$ cat src/lcdc_pkg.sv
// package for the lcd control register block: address, field layout, reset value, decodes
// assumes a byte-wide cpu register port with one write strobe and combinational read data
package lcdc_pkg;
  localparam logic [7:0] LCDC_ADDR_CONTROL = 8'hFD;
  localparam logic [7:0] LCDC_RESET_CONTROL = 8'h00;
  localparam int LCDC_POS_CLKSEL = 6;
  localparam int LCDC_POS_DUTY = 3;
  localparam int LCDC_POS_BIAS = 1;
  localparam int LCDC_POS_DISP = 0;
  localparam int LCDC_DIV_W = 8;
  localparam int LCDC_MS_US = 1000;
  localparam int LCDC_CLK_MHZ = 40;
  localparam int LCDC_BOOST_SETTLE_CYC = LCDC_MS_US * LCDC_CLK_MHZ;

  typedef enum logic [1:0] {
    LCDC_BIAS_OFF = 2'h0,
    LCDC_BIAS_CAP = 2'h1,
    LCDC_BIAS_RINT = 2'h2,
    LCDC_BIAS_REXT = 2'h3
  } lcdc_bias_t;

  typedef enum logic [2:0] {
    LCDC_DUTY_8 = 3'h0,
    LCDC_DUTY_4 = 3'h1,
    LCDC_DUTY_3A = 3'h2,
    LCDC_DUTY_3B = 3'h3,
    LCDC_DUTY_2 = 3'h4
  } lcdc_duty_t;

  // common count per frame: 8, 4, 3, 3, 2
  localparam logic [3:0] LCDC_COMMONS_8 = 4'h8;
  localparam logic [3:0] LCDC_COMMONS_4 = 4'h4;
  localparam logic [3:0] LCDC_COMMONS_3 = 4'h3;
  localparam logic [3:0] LCDC_COMMONS_2 = 4'h2;
  // bias denominator: 4, 3, 2
  localparam logic [2:0] LCDC_BIASDEN_4 = 3'h4;
  localparam logic [2:0] LCDC_BIASDEN_3 = 3'h3;
  localparam logic [2:0] LCDC_BIASDEN_2 = 3'h2;
endpackage

$ cat src/lcdc_clk_div.sv
// watch-clock prescaler giving a one-cycle lcd frame clock enable
// assumes i_watch_tick is a synchronised one-cycle pulse per watch clock period
module lcdc_clk_div (
  input wire logic i_clk,                // system clock
  input wire logic i_rst,                // async reset, high
  input wire logic i_run,                // count only while display runs
  input wire logic i_watch_tick,         // one pulse per watch clock period
  input wire logic [1:0] i_sel,          // divide select
  output logic o_tick                    // lcd clock enable pulse
);
  import lcdc_pkg::*;
  logic [LCDC_DIV_W-1:0] cnt_q;
  logic [LCDC_DIV_W-1:0] mask;

  // 00 /256, 01 /128, 10 /64, 11 /32
  always_comb begin
    case (i_sel)
      2'h0: mask = 8'hFF;
      2'h1: mask = 8'h7F;
      2'h2: mask = 8'h3F;
      default: mask = 8'h1F;
    endcase
  end

  always_ff @(posedge i_clk or posedge i_rst) begin
    if (i_rst) begin
      cnt_q <= 8'h00;
    end else if (!i_run) begin
      cnt_q <= 8'h00;
    end else if (i_watch_tick) begin
      cnt_q <= cnt_q + 8'h01;
    end
  end

  // free-running counter, so a divide change takes effect at the next wrap of the low bits
  assign o_tick = i_run && i_watch_tick && ((cnt_q & mask) == mask);
endmodule

$ cat src/lcdc_top.sv
// lcd control register: frame clock select, duty/bias, bias type, display enable, pin muxing
// assumes a cpu register port (addr, write strobe, data) and a watch clock pin from outside
//
// Overview of operation
// [RULE_01] The lcd clock is the watch clock divided by 256, 128, 64 or 32 for selector values 00 to 11.
// [RULE_02] The duty/bias field picks 1/8-1/4, 1/4-1/3, 1/3-1/3, 1/3-1/2, or 1/2-1/2 when its top bit is set.
// [RULE_03] Display bit low forces all lcd outputs low and stops the booster; high turns on, booster runs under cap bias.
// [RULE_04] Capacitor bias hands all six shared port-1 pins to the bias supply and booster capacitor functions.
// [RULE_05] Software waits one millisecond after choosing capacitor bias before setting the display bit.
// [RULE_06] Internal resistor bias keeps the booster stopped and leaves all six pins to the port registers.
// [RULE_07] External resistor bias makes four shared pins the bias supply inputs and keeps the booster stopped.
// [RULE_08] Under external resistor bias the two capacitor pins stay general i/o under the low port register.
// [RULE_09] Bias type 00 leaves the lcd inactive with all six pins as i/o, and every field resets to zero.
module lcdc_top (
  input wire logic i_clk,                // 40 MHz system clock
  input wire logic i_rst,                // async reset, high
  input wire logic [7:0] i_addr,         // register address
  input wire logic i_wr,                 // write strobe
  input wire logic [7:0] i_wdata,        // write data
  output logic [7:0] o_rdata,            // read data
  input wire logic i_watch_clock,        // watch clock pin
  output logic o_lcd_tick,               // lcd frame clock enable
  output logic [3:0] o_commons,          // commons per frame
  output logic [2:0] o_bias_den,         // bias denominator
  output logic o_lcd_on,                 // waveform generator enable
  output logic o_booster_run,            // booster running and connected
  output logic [3:0] o_bias_supply_sel,  // pins owned as lcd bias supply
  output logic o_booster_cap_pin_a_sel,  // pin owned as booster cap a
  output logic o_booster_cap_pin_b_sel,  // pin owned as booster cap b
  output logic o_settle_warn             // display enabled before booster settle time
);
  import lcdc_pkg::*;

  logic [7:0] lcd_control_q;
  logic [2:0] wsync_q;
  logic watch_tick;
  logic [1:0] clk_sel;
  logic [2:0] duty_sel;
  lcdc_bias_t bias;
  logic disp;
  logic [15:0] settle_q;
  logic settle_warn_q;
  logic run_q;
  logic ctrl_hit;
  logic watch_agree;
  logic watch_level_q;
  logic lcd_enable;
  logic settle_done;

  // field slices of the control byte
  assign clk_sel = lcd_control_q[LCDC_POS_CLKSEL +: 2];
  assign duty_sel = lcd_control_q[LCDC_POS_DUTY +: 3];
  assign bias = lcdc_bias_t'(lcd_control_q[LCDC_POS_BIAS +: 2]);
  assign disp = lcd_control_q[LCDC_POS_DISP];
  assign ctrl_hit = (i_addr == LCDC_ADDR_CONTROL);

  always_ff @(posedge i_clk or posedge i_rst) begin
    if (i_rst) begin
      lcd_control_q <= LCDC_RESET_CONTROL; // see [RULE_09]
    end else if (i_wr && ctrl_hit) begin
      lcd_control_q <= i_wdata;
    end
  end

  // unmapped addresses read zero
  always_comb begin
    if (ctrl_hit) begin
      o_rdata = lcd_control_q;
    end else begin
      o_rdata = 8'h00;
    end
  end

  // watch clock pin: three flops; a change counts only once stages two and three agree,
  // which also drops a single-cycle glitch on the pin
  always_ff @(posedge i_clk or posedge i_rst) begin
    if (i_rst) begin
      wsync_q <= 3'h0;
    end else begin
      wsync_q <= {wsync_q[1:0], i_watch_clock};
    end
  end
  assign watch_agree = (wsync_q[1] == wsync_q[2]);

  always_ff @(posedge i_clk or posedge i_rst) begin
    if (i_rst) begin
      watch_level_q <= 1'b0;
    end else if (watch_agree) begin
      watch_level_q <= wsync_q[2];
    end
  end
  // rising edge of the accepted level, one cycle wide
  assign watch_tick = watch_agree && wsync_q[2] && !watch_level_q;

  // one enable for divider and waveform generator so the two never disagree
  assign lcd_enable = disp && (bias != LCDC_BIAS_OFF); // see [RULE_09]

  // lcd tick only while the display bit is set
  always_ff @(posedge i_clk or posedge i_rst) begin
    if (i_rst) begin
      run_q <= 1'b0;
    end else begin
      run_q <= lcd_enable;
    end
  end

  // divider idles at zero while off, so each enable starts from a clean count
  lcdc_clk_div u_div (
    .i_clk(i_clk),
    .i_rst(i_rst),
    .i_run(run_q),
    .i_watch_tick(watch_tick),
    .i_sel(clk_sel),
    .o_tick(o_lcd_tick) // see [RULE_01]
  );

  always_ff @(posedge i_clk or posedge i_rst) begin
    if (i_rst) begin
      o_commons <= LCDC_COMMONS_8;
      o_bias_den <= LCDC_BIASDEN_4;
    end else begin
      // 1xx lands in default: the top bit alone picks half duty
      case (duty_sel) // see [RULE_02]
        LCDC_DUTY_8: begin
          o_commons <= LCDC_COMMONS_8;
          o_bias_den <= LCDC_BIASDEN_4;
        end
        LCDC_DUTY_4: begin
          o_commons <= LCDC_COMMONS_4;
          o_bias_den <= LCDC_BIASDEN_3;
        end
        LCDC_DUTY_3A: begin
          o_commons <= LCDC_COMMONS_3;
          o_bias_den <= LCDC_BIASDEN_3;
        end
        LCDC_DUTY_3B: begin
          o_commons <= LCDC_COMMONS_3;
          o_bias_den <= LCDC_BIASDEN_2;
        end
        default: begin
          o_commons <= LCDC_COMMONS_2;
          o_bias_den <= LCDC_BIASDEN_2;
        end
      endcase
    end
  end

  always_ff @(posedge i_clk or posedge i_rst) begin
    if (i_rst) begin
      o_lcd_on <= 1'b0;
    end else begin
      o_lcd_on <= lcd_enable; // see [RULE_03] see [RULE_09]
    end
  end

  // booster follows the display bit only under capacitor bias
  always_ff @(posedge i_clk or posedge i_rst) begin
    if (i_rst) begin
      o_booster_run <= 1'b0;
    end else begin
      o_booster_run <= disp && (bias == LCDC_BIAS_CAP); // see [RULE_03] see [RULE_06] see [RULE_07]
    end
  end

  // pin ownership follows bias type alone, so supply pins are ready before display on
  always_ff @(posedge i_clk or posedge i_rst) begin
    if (i_rst) begin
      o_bias_supply_sel <= 4'h0;
      o_booster_cap_pin_a_sel <= 1'b0;
      o_booster_cap_pin_b_sel <= 1'b0;
    end else begin
      case (bias)
        LCDC_BIAS_CAP: begin
          o_bias_supply_sel <= 4'hF; // see [RULE_04]
          o_booster_cap_pin_a_sel <= 1'b1;
          o_booster_cap_pin_b_sel <= 1'b1;
        end
        LCDC_BIAS_REXT: begin
          o_bias_supply_sel <= 4'hF; // see [RULE_07]
          o_booster_cap_pin_a_sel <= 1'b0; // see [RULE_08]
          o_booster_cap_pin_b_sel <= 1'b0;
        end
        // internal resistors need no pins; the port registers keep all six
        LCDC_BIAS_RINT: begin
          o_bias_supply_sel <= 4'h0; // see [RULE_06]
          o_booster_cap_pin_a_sel <= 1'b0;
          o_booster_cap_pin_b_sel <= 1'b0;
        end
        default: begin
          o_bias_supply_sel <= 4'h0; // see [RULE_09]
          o_booster_cap_pin_a_sel <= 1'b0;
          o_booster_cap_pin_b_sel <= 1'b0;
        end
      endcase
    end
  end

  assign settle_done = (settle_q == 16'(LCDC_BOOST_SETTLE_CYC));

  // counts from the choice of capacitor bias and saturates at the settle time;
  // the count assumes the 40 MHz clock, another rate needs a new constant
  always_ff @(posedge i_clk or posedge i_rst) begin
    if (i_rst) begin
      settle_q <= 16'h0000;
    end else if (bias != LCDC_BIAS_CAP) begin
      settle_q <= 16'h0000;
    end else if (!settle_done) begin
      settle_q <= settle_q + 16'h0001;
    end
  end

  // software owns the settle wait; this only flags a premature enable for debug
  always_ff @(posedge i_clk or posedge i_rst) begin
    if (i_rst) begin
      settle_warn_q <= 1'b0;
    end else if (bias != LCDC_BIAS_CAP) begin
      settle_warn_q <= 1'b0;
    end else if (disp && !o_booster_run && !settle_done) begin
      settle_warn_q <= 1'b1; // see [RULE_05]
    end
  end
  assign o_settle_warn = settle_warn_q;
endmodule

$ cat config.mk
export PLATFORM = sky130hd
export DESIGN_NAME = lcdc_top
export DESIGN_NICKNAME = d
export VERILOG_FILES = /design/src/lcdc_pkg.sv /design/src/lcdc_clk_div.sv /design/src/lcdc_top.sv
export SDC_FILE = /design/constraint.sdc
export NUM_CORES = 1
export LEC_CHECK = 0
export BUFFER_PORTS_ARGS = -buffer_cell sky130_fd_sc_hd__buf_2
export CORE_AREA = 3 3 105 82
export CTS_BUF_LIST = sky130_fd_sc_hd__clkbuf_16
export CTS_CLUSTER_SIZE = 12
export DETAILED_ROUTE_END_ITERATION = 8
export DIE_AREA = 0 0 108 85
export PLACE_DENSITY = 0.46
export SYNTH_ARGS = -nofsm -noshare
export SYNTH_HDL_FRONTEND = slang
export SYNTH_HIERARCHICAL = 1
export SYNTH_SLANG_ARGS = --single-unit
$ cat constraint.sdc
create_clock -name i_clk -period 1.5 [get_ports i_clk]
set_input_delay 0.225 -clock i_clk [delete_from_list [all_inputs] [get_ports i_clk]]
set_output_delay 0.225 -clock i_clk [all_outputs]
set_load 0.1 [all_outputs]
* After elaboration in Yosys (flattened, before gate mapping) *
Cells that the tools add are included.
Widths: inputs -> output; s select.

word-level totals
  logic and storage cells = 60
  register bits after elaboration = 51
  output and inout port bits = 25
  bits of input ports = 20

cells by class
  mux-type cells = 12
  $add $sub $neg = 2
  reductions and logical operators = 19
  eq/ne operators = 14
  bitwise gates (word level) = 1

operator list
  cell                   number
  $mux 16                2
  $mux 8                 3
  $pmux 8 s3             1
  $add 16x1->16 const B  1
  $eq 16x16->1 const B   1
  $pmux 4 s3             1
  $logic_and 1x1->1      9
  $add 8x1->8 const B    1
  $and 8x8->8            1
  $eq 8x8->1             1
  $eq 8x8->1 const B     1
  $eq 3x2->1 const B     2
  $ne 2x1->1 const B     3
  $pmux 3 s2             1
  $reduce_or 2->1        3
  $eq 2x1->1 const B     2
  $eq 2x2->1 const B     2
  $mux 4                 1
  $reduce_bool 2->1      2
  $eq 3x1->1 const B     1
  $logic_not 1->1        3
  $logic_not 3->1        1
  $mux 1                 3
  $logic_not 2->1        1
  $eq 1x1->1             1

* Longest topological paths before layout *
Gate-level depths: netlist of the first run.

  word-level depth = 5
  mapped depth = 7
  mapped depth without buffers = 5

* Modules after synthesis *
Netlist of the first run, hierarchy kept.

modules (own cells, without submodules)
  module        seq. area each (um2)  cells each  area each (um2)  times used
  lcdc_top      977.2                 165         1869.3           1
  lcdc_clk_div  200.2                 39          414.1            1

* Worst setup path after synthesis of the first run *
Ideal clock, no wire load.

  path kind = reg2out
  from = register wsync_q[1]
  to = output port o_lcd_tick
  path buffers = 0
  slack = -1.380 ns
  stages on the path, launching flop included = 6
  required time = 1.275 ns
  arrival = 2.655 ns
  cells stage by stage = dfrtp_1 ha_1 nor2b_1 and4_2 nand3_1 a21oi_1

on the way
  word-level cells in the longest chain between the ends = 5

RTL lines
  element                         line                text
  start, declared                 lcdc_top.sv:35      logic [2:0] wsync_q;
  start signal, assigned          lcdc_top.sv:80      wsync_q <= {wsync_q[1:0], i_watch_clock};
  $eq 1x1->1                      lcdc_top.sv:83      assign watch_agree = (wsync_q[1] == wsync_q[2]);
  $logic_and 1x1->1 (2 in a row)  lcdc_top.sv:93      assign watch_tick = watch_agree && wsync_q[2] && !watch_level_q;
  via watch_tick                  lcdc_top.sv:36      logic watch_tick;
  $logic_and 1x1->1 (2 in a row)  lcdc_clk_div.sv:36  assign o_tick = i_run && i_watch_tick && ((cnt_q & mask) == mask);
  end, declared                   lcdc_top.sv:22      output logic o_lcd_tick,

The timed path passes the listed nets, and every way through them passes these cells.

* Final worst setup path of the first run *
Ends and elaborated chain as after synthesis.

==> results.sh, run 1 <==
export IMPL_status="finished with violations"
export IMPL_violations="negative setup slack"
export IMPL_holdCritPathClass="in2reg"
export IMPL_setup_ws_ns=-0.338
export IMPL_syn_area_um2=2280
export IMPL_grt_first_pass_wirelength_um=9300
export IMPL_grt_start_max_net_pins=40
export IMPL_cp_end_kind="output port"
export IMPL_async_flop_share=1.00
export IMPL_placedCellCount=363
export IMPL_seq_area_um2=1190
export IMPL_die_area_um2=9180
export IMPL_finalCritPeriodShare=1.23
export IMPL_ys_flop_type="dfrtp_1"
export IMPL_critPathLaunchType="flop"
export IMPL_yosysSeqAreaShare=0.516
export IMPL_clock_sinks=47
export IMPL_ir_worst_vdd_uv=532
export IMPL_track_usage=0.128
export IMPL_path_delay_family="simple AND/OR/NAND/NOR gates"
export IMPL_min_period_ns=1.84
export IMPL_firstDrtPassIters=4
export IMPL_syn2layout_area_growth_pct=42.1
export IMPL_drt_initial_drc_count=47
export IMPL_nFillCells=743
export IMPL_crit_type="reg2out"
export IMPL_clockBufferDepth=2
export IMPL_drive_above_1_share=0.476
export IMPL_detailed_place_hpwl_um=3690
export IMPL_clk_latency_ns=0.28
export IMPL_crit_buf_inv=1
export IMPL_slowest_stage="dfrtp_1"
export IMPL_post_place_ws_ns=-0.103
export IMPL_crit_arrival_ns=1.61
export IMPL_finalClockSkew_ns=0.00601
export IMPL_crit_fanout=2
export IMPL_rows=28
export IMPL_worst_slew_pin_slew_ns=0.496
export IMPL_route_detailed_drc=0
export IMPL_numCtsBuffers=5
export IMPL_antenna_found_initial=0
export IMPL_die_y_um=85
export IMPL_h_tree_depth=2
export IMPL_initial_utilization=0.295
export IMPL_placed_area_um2=2910
export IMPL_wl_per_cell_um=14.0
export IMPL_viasPerCell=4.52
export IMPL_synth_cells=204
export IMPL_drtAntennaViolNets=0
export IMPL_port_buffers=44
export IMPL_yosysWarnings=6
export IMPL_dieWidth_um=108
export IMPL_avgSynthCellArea_um2=11.2
export IMPL_gr_total_overflow=0
export IMPL_yosysUniqueCellTypes=41
export IMPL_whs_ns=0.0603
export IMPL_rsz0062_at_grt="yes"
export IMPL_boundaryPins=45
export IMPL_ys_seq_elements=47
export IMPL_synth_fp_nets=228
export IMPL_synth_edf_count=0
export IMPL_final_cell_area_um2=3250
export IMPL_cts_tree="done"
export IMPL_clkTransAtPathRegs_ns=0.06
export IMPL_stdcell_count=376
export IMPL_timing_fmax_mhz=544
export IMPL_vias=1700
export IMPL_root_buffer="clkbuf_16"
export IMPL_power_density_nw_per_um2=853
export IMPL_finalHoldViolCount=0
export IMPL_p_leak_nw=1.49
export IMPL_antenna_cells=0
export IMPL_max_stage_delay_ns=0.35
export IMPL_finalSetupViolations=1
export IMPL_drt_total_wl_um=5250
export IMPL_slew_violations=0
export IMPL_crit_chain="ha_2 > nor2b_4 > and4_4 > nand3_4 > a21oi_4 > buf_12"
export IMPL_critPathRequiredTime_ns=1.27
export IMPL_first_global_vias=1796
export IMPL_gp_congestion=0.748
export IMPL_core_area_um2=7740
export IMPL_slew_headroom=0.671
export IMPL_multi_input_area_um2=1190
export IMPL_cap_violations=0
export IMPL_final_nets=294
[final cells by class]
class	count	area share
inverter	9	0.0104
clock buffer	5	0.0386
multi-input combinational	138	0.366
timing repair buffer	69	0.174
tap	105	0.0405
clock inverter	3	0.00386
sequential	47	0.367
[cells by family after synthesis]
| kind of cell | count (synthesis) | synth area share |
|---|---|---|
| muxes | 18 | 0.0970 |
| DFF | 47 | 0.516 |
| and+or+nand+nor | 88 | 0.242 |
| adders and majority gates | 4 | 0.0219 |
| buffers and inverters | 19 | 0.0427 |
| AOI/OAI and AO/OA | 21 | 0.0542 |
| xor gates and xnor gates | 7 | 0.0268 |
[path summary, 6_finish.rpt]
check / start / end / slack (ns) / cells past startpoint
setup / recovery: wsync_q[1] / o_lcd_tick / -0.34 / 6
hold / removal: i_watch_clock / wsync_q[0] / 0.06 / 1
setup reg to reg: wsync_q[1] / u_div/cnt_q[5] / 0 / 7
hold reg to reg: wsync_q[0] / wsync_q[1] / 0.38 / 0
max in group asynchronous: i_rst / o_bias_den[2] / 0.69 / 4
min in group asynchronous: i_rst / u_div/cnt_q[7] / 0.46 / 3
[registers in the layout, indices dropped and copies added (netlist names)]
name	cells
o_settle_warn	1
wsync_q	3
settle_q	16
u_div/cnt_q	8
lcd_control_q	8
o_booster_cap_pin_b_sel	1
o_bias_den	3
o_commons	3
o_booster_run	1
o_bias_supply_sel	1
watch_level_q	1
o_lcd_on	1
[layer usage]
metal  up-vias  track usage  wire, um  share of wire
li1        844            -         -              -
met1       821        0.192      2750           0.52
met2        33        0.179      2200           0.42
met3         2       0.0433       275          0.052
met4         0       0.0275        29         0.0055
met5         -            0         0              0
[cell usage in the layout, fill, tap and decap left out, types with 7 or more instances in the layout]
| cell type | count |
|---|---|
| o21ai_0 | 7 |
| nand2_1 | 17 |
| and2_2 | 7 |
| inv_1 | 8 |
| buf_2 | 34 |
| mux2i_1 | 9 |
| buf_12 | 10 |
| dfrtp_2 | 11 |
| buf_4 | 22 |
| nand2b_1 | 7 |
| dfrtp_1 | 35 |
| mux2_4 | 8 |
| nand4_1 | 7 |
[Yosys cell counts (4+ instances only)]
| library cell | n | area [um2] |
|---|---|---|
| nand2b_1 | 7 | 43.8 |
| a21oi_1 | 6 | 30.0 |
| nand3_1 | 6 | 30.0 |
| mux2i_1 | 9 | 90.1 |
| dfrtp_1 | 46 | 1150 |
| nand4_1 | 7 | 43.8 |
| nor2_1 | 4 | 15.0 |
| o21ai_0 | 7 | 35.0 |
| xnor2_1 | 4 | 35.0 |
| buf_4 | 6 | 45.0 |
| ha_1 | 4 | 50.1 |
| inv_1 | 8 | 30.0 |
| mux2_4 | 8 | 120 |
| or3_1 | 6 | 37.5 |
| nand2_1 | 17 | 63.8 |
| and2_1 | 13 | 81.3 |
[metrics by stage]
stage	setup TNS, ns	power [W]	util
floorplan	-0.386	0.00164	-
CTS	-0.426	0.00280	0.400
detailed placement	-0.227	0.00173	0.375
finish	-0.338	0.00277	0.419
global placement	-0.0854	0.00172	0.375
global route	-0.598	0.00290	0.419
[report_power, final]
group          leakage (nW)  internal, W  total, W  switching (W)
clock network        0.0724     0.000603   0.00105       0.000446
logic                 0.797    0.0000967  0.000382       0.000285
registers             0.622      0.00131   0.00134      0.0000292
total                  1.49      0.00201   0.00277       0.000760
[repair_timing]
action                     in CTS  in global routing
pin swaps                       2                 10
setup endpoints to repair       7                 22
cloned                          0                  0
resized for setup               8                 29
hold buffers                    1                  0
hold endpoints to repair        8                  0
setup buffers                   1                  3
Note: power is estimated with default switching activity, not from simulation.
==> inputs of run 2 (changes only) <==
SKIP_CTS_REPAIR_TIMING = 1   (was unset)
==> run 2 against run 1 <==
Maximum frequency decreased by 0.18%. Critical path depth unchanged. Non-clock buffer count increased by 2. First-iteration DRC count unchanged. Via count increased by 0.94%. Largest power group unchanged. Critical endpoint unchanged. The flow still finishes with violations (negative setup slack).
==> results.sh, run 2 (synthesized netlist as in run 1, its figures left out) <==
export IMPL_crit_start="wsync_q[1]"
export IMPL_slew_headroom=0.672
export IMPL_setup_ws_ns=-0.341
export IMPL_crit_arrival_ns=1.62
export IMPL_dieWidth_um=108
export IMPL_drt_total_wl_um=5320
export IMPL_p_leak_nw=1.50
export IMPL_detailed_place_hpwl_um=3690
export IMPL_swShare=0.277
export IMPL_slew_violations=0
export IMPL_die_area_um2=9180
export IMPL_seqPwrFrac=0.482
export IMPL_max_stage_delay_ns=0.35
export IMPL_worst_slew_pin_slew_ns=0.496
export IMPL_final_common_cell="dfrtp_1"
export IMPL_crit_type="reg2out"
export IMPL_gp_congestion=0.748
export IMPL_drt_initial_drc_count=47
export IMPL_largest_reg_flops=16
export IMPL_gr_total_overflow=0
export IMPL_holdCritPathClass="in2reg"
export IMPL_root_buffer="clkbuf_16"
export IMPL_vias=1716
export IMPL_power_density_nw_per_um2=856
export IMPL_finalSetupViolations=1
export IMPL_p_comb_frac=0.137
export IMPL_critPathLaunchType="flop"
export IMPL_clkTransAtPathRegs_ns=0.06
export IMPL_min_period_ns=1.84
export IMPL_finalHoldViolCount=0
export IMPL_firstDrtPassIters=4
export IMPL_antenna_cells=0
export IMPL_final_cell_area_um2=3240
export IMPL_track_usage=0.125
export IMPL_p_total_w=0.00277
export IMPL_final_cell_mix="dfrtp_1, buf_2, buf_4"
export IMPL_first_global_vias=1759
export IMPL_boundaryPins=45
export IMPL_status="finished with violations"
export IMPL_syn2layout_area_growth_pct=42.0
export IMPL_antenna_found_initial=0
export IMPL_numCtsBuffers=5
export IMPL_wl_per_cell_um=14.1
export IMPL_internal_power_w=0.00201
export IMPL_drive_above_1_share=0.473
export IMPL_timing_fmax_mhz=543
export IMPL_rows=28
export IMPL_port_buffers=44
export IMPL_finalClockSkew_ns=0.00527
export IMPL_clock_sinks=47
export IMPL_h_tree_depth=2
export IMPL_ir_worst_vdd_uv=532
export IMPL_route_detailed_drc=0
export IMPL_final_nets=296
export IMPL_drtAntennaViolNets=0
export IMPL_rsz0062_at_grt="yes"
export IMPL_nFillCells=746
export IMPL_slowest_stage="dfrtp_1"
export IMPL_cts_tree="done"
export IMPL_finalCritPeriodShare=1.23
export IMPL_viasPerCell=4.54
export IMPL_violations="negative setup slack"
export IMPL_grt_first_pass_wirelength_um=9050
export IMPL_core_area_um2=7740
export IMPL_largestRegisters="settle_q (16), lcd_control_q (8), u_div/cnt_q (8)"
export IMPL_clk_latency_ns=0.28
export IMPL_top_register="settle_q"
export IMPL_initial_utilization=0.295
export IMPL_clockPowerShare=0.381
export IMPL_grt_start_max_net_pins=40
export IMPL_critPathRequiredTime_ns=1.27
export IMPL_cap_violations=0
export IMPL_clockBufferDepth=2
export IMPL_placed_area_um2=2910
export IMPL_cp_end_kind="output port"
export IMPL_crit_chain="ha_2 > nor2b_4 > and4_4 > nand3_4 > a21oi_4 > buf_12"
export IMPL_die_y_um=85
export IMPL_min_from="i_watch_clock"
export IMPL_p_sw_w=0.000768
export IMPL_r2r_start="wsync_q[1]"
export IMPL_crit_fanout=3
-- run 2: stage by stage --
stage / setup slack [ns] / std cells / TNS [ns] / util / hold slack (ns)
after floorplan: -0.386 / 204 / -0.386 / - / 0.0407
after global placement: -0.0852 / 363 / -0.0854 / 0.375 / 0.203
after detailed placement: -0.103 / 363 / -0.227 / 0.375 / 0.202
after CTS: -0.434 / 371 / -0.658 / 0.393 / -0.0930
after global routing: -0.428 / 378 / -0.631 / 0.419 / 0.0587
final: -0.341 / 378 / -0.341 / 0.419 / 0.0573
-- run 2: critical path: cells and delay by family (launching register included) --
family,cells,cell delay [ns]
AND/OR/NAND/NOR,3,0.48
adder cells (fa/ha/maj),1,0.17
buffers and inverters,1,0.19
AO/OA/AOI/OAI,1,0.15
flip-flops,1,0.35
-- run 2: final timing paths --
path                       depth (start not counted)  slack (ns)        endpoint
min in group asynchronous                          3        0.46  u_div/cnt_q[7]
min                                                1        0.06      wsync_q[0]
max reg2reg                                        7        0.01  u_div/cnt_q[5]
max                                                6       -0.34      o_lcd_tick
max in group asynchronous                          4        0.69   o_bias_den[2]
min reg2reg                                        0        0.37      wsync_q[1]
-- run 2: power by group through the flow --
stage	combinational [W]	clock, W	sequential, W
2_1_floorplan	0.000161	0	0.00148
3_3_place_gp	0.000366	0	0.00136
3_5_place_dp	0.000369	0	0.00136
4_1_cts	0.000370	0.00109	0.00133
5_1_grt	0.000404	0.00115	0.00134
6_report	0.000380	0.00106	0.00134
-- run 2: per-layer routing --
metal / wire (um) / global-route usage
met5: 0 / 0
met4: 29 / 0.0275
met3: 283 / 0.0449
met2: 2250 / 0.173
met1: 2760 / 0.186
-- run 2: cell type report --
type	count	area, um2	share of cell area
Tap cell	105	131	0.0405
Clock buffer	5	125	0.0386
Sequential cell	47	1190	0.367
Timing Repair Buffer	71	579	0.179
Inverter	9	33.8	0.0104
Multi-Input combinational cell	138	1170	0.361
Clock inverter	3	12.5	0.00386
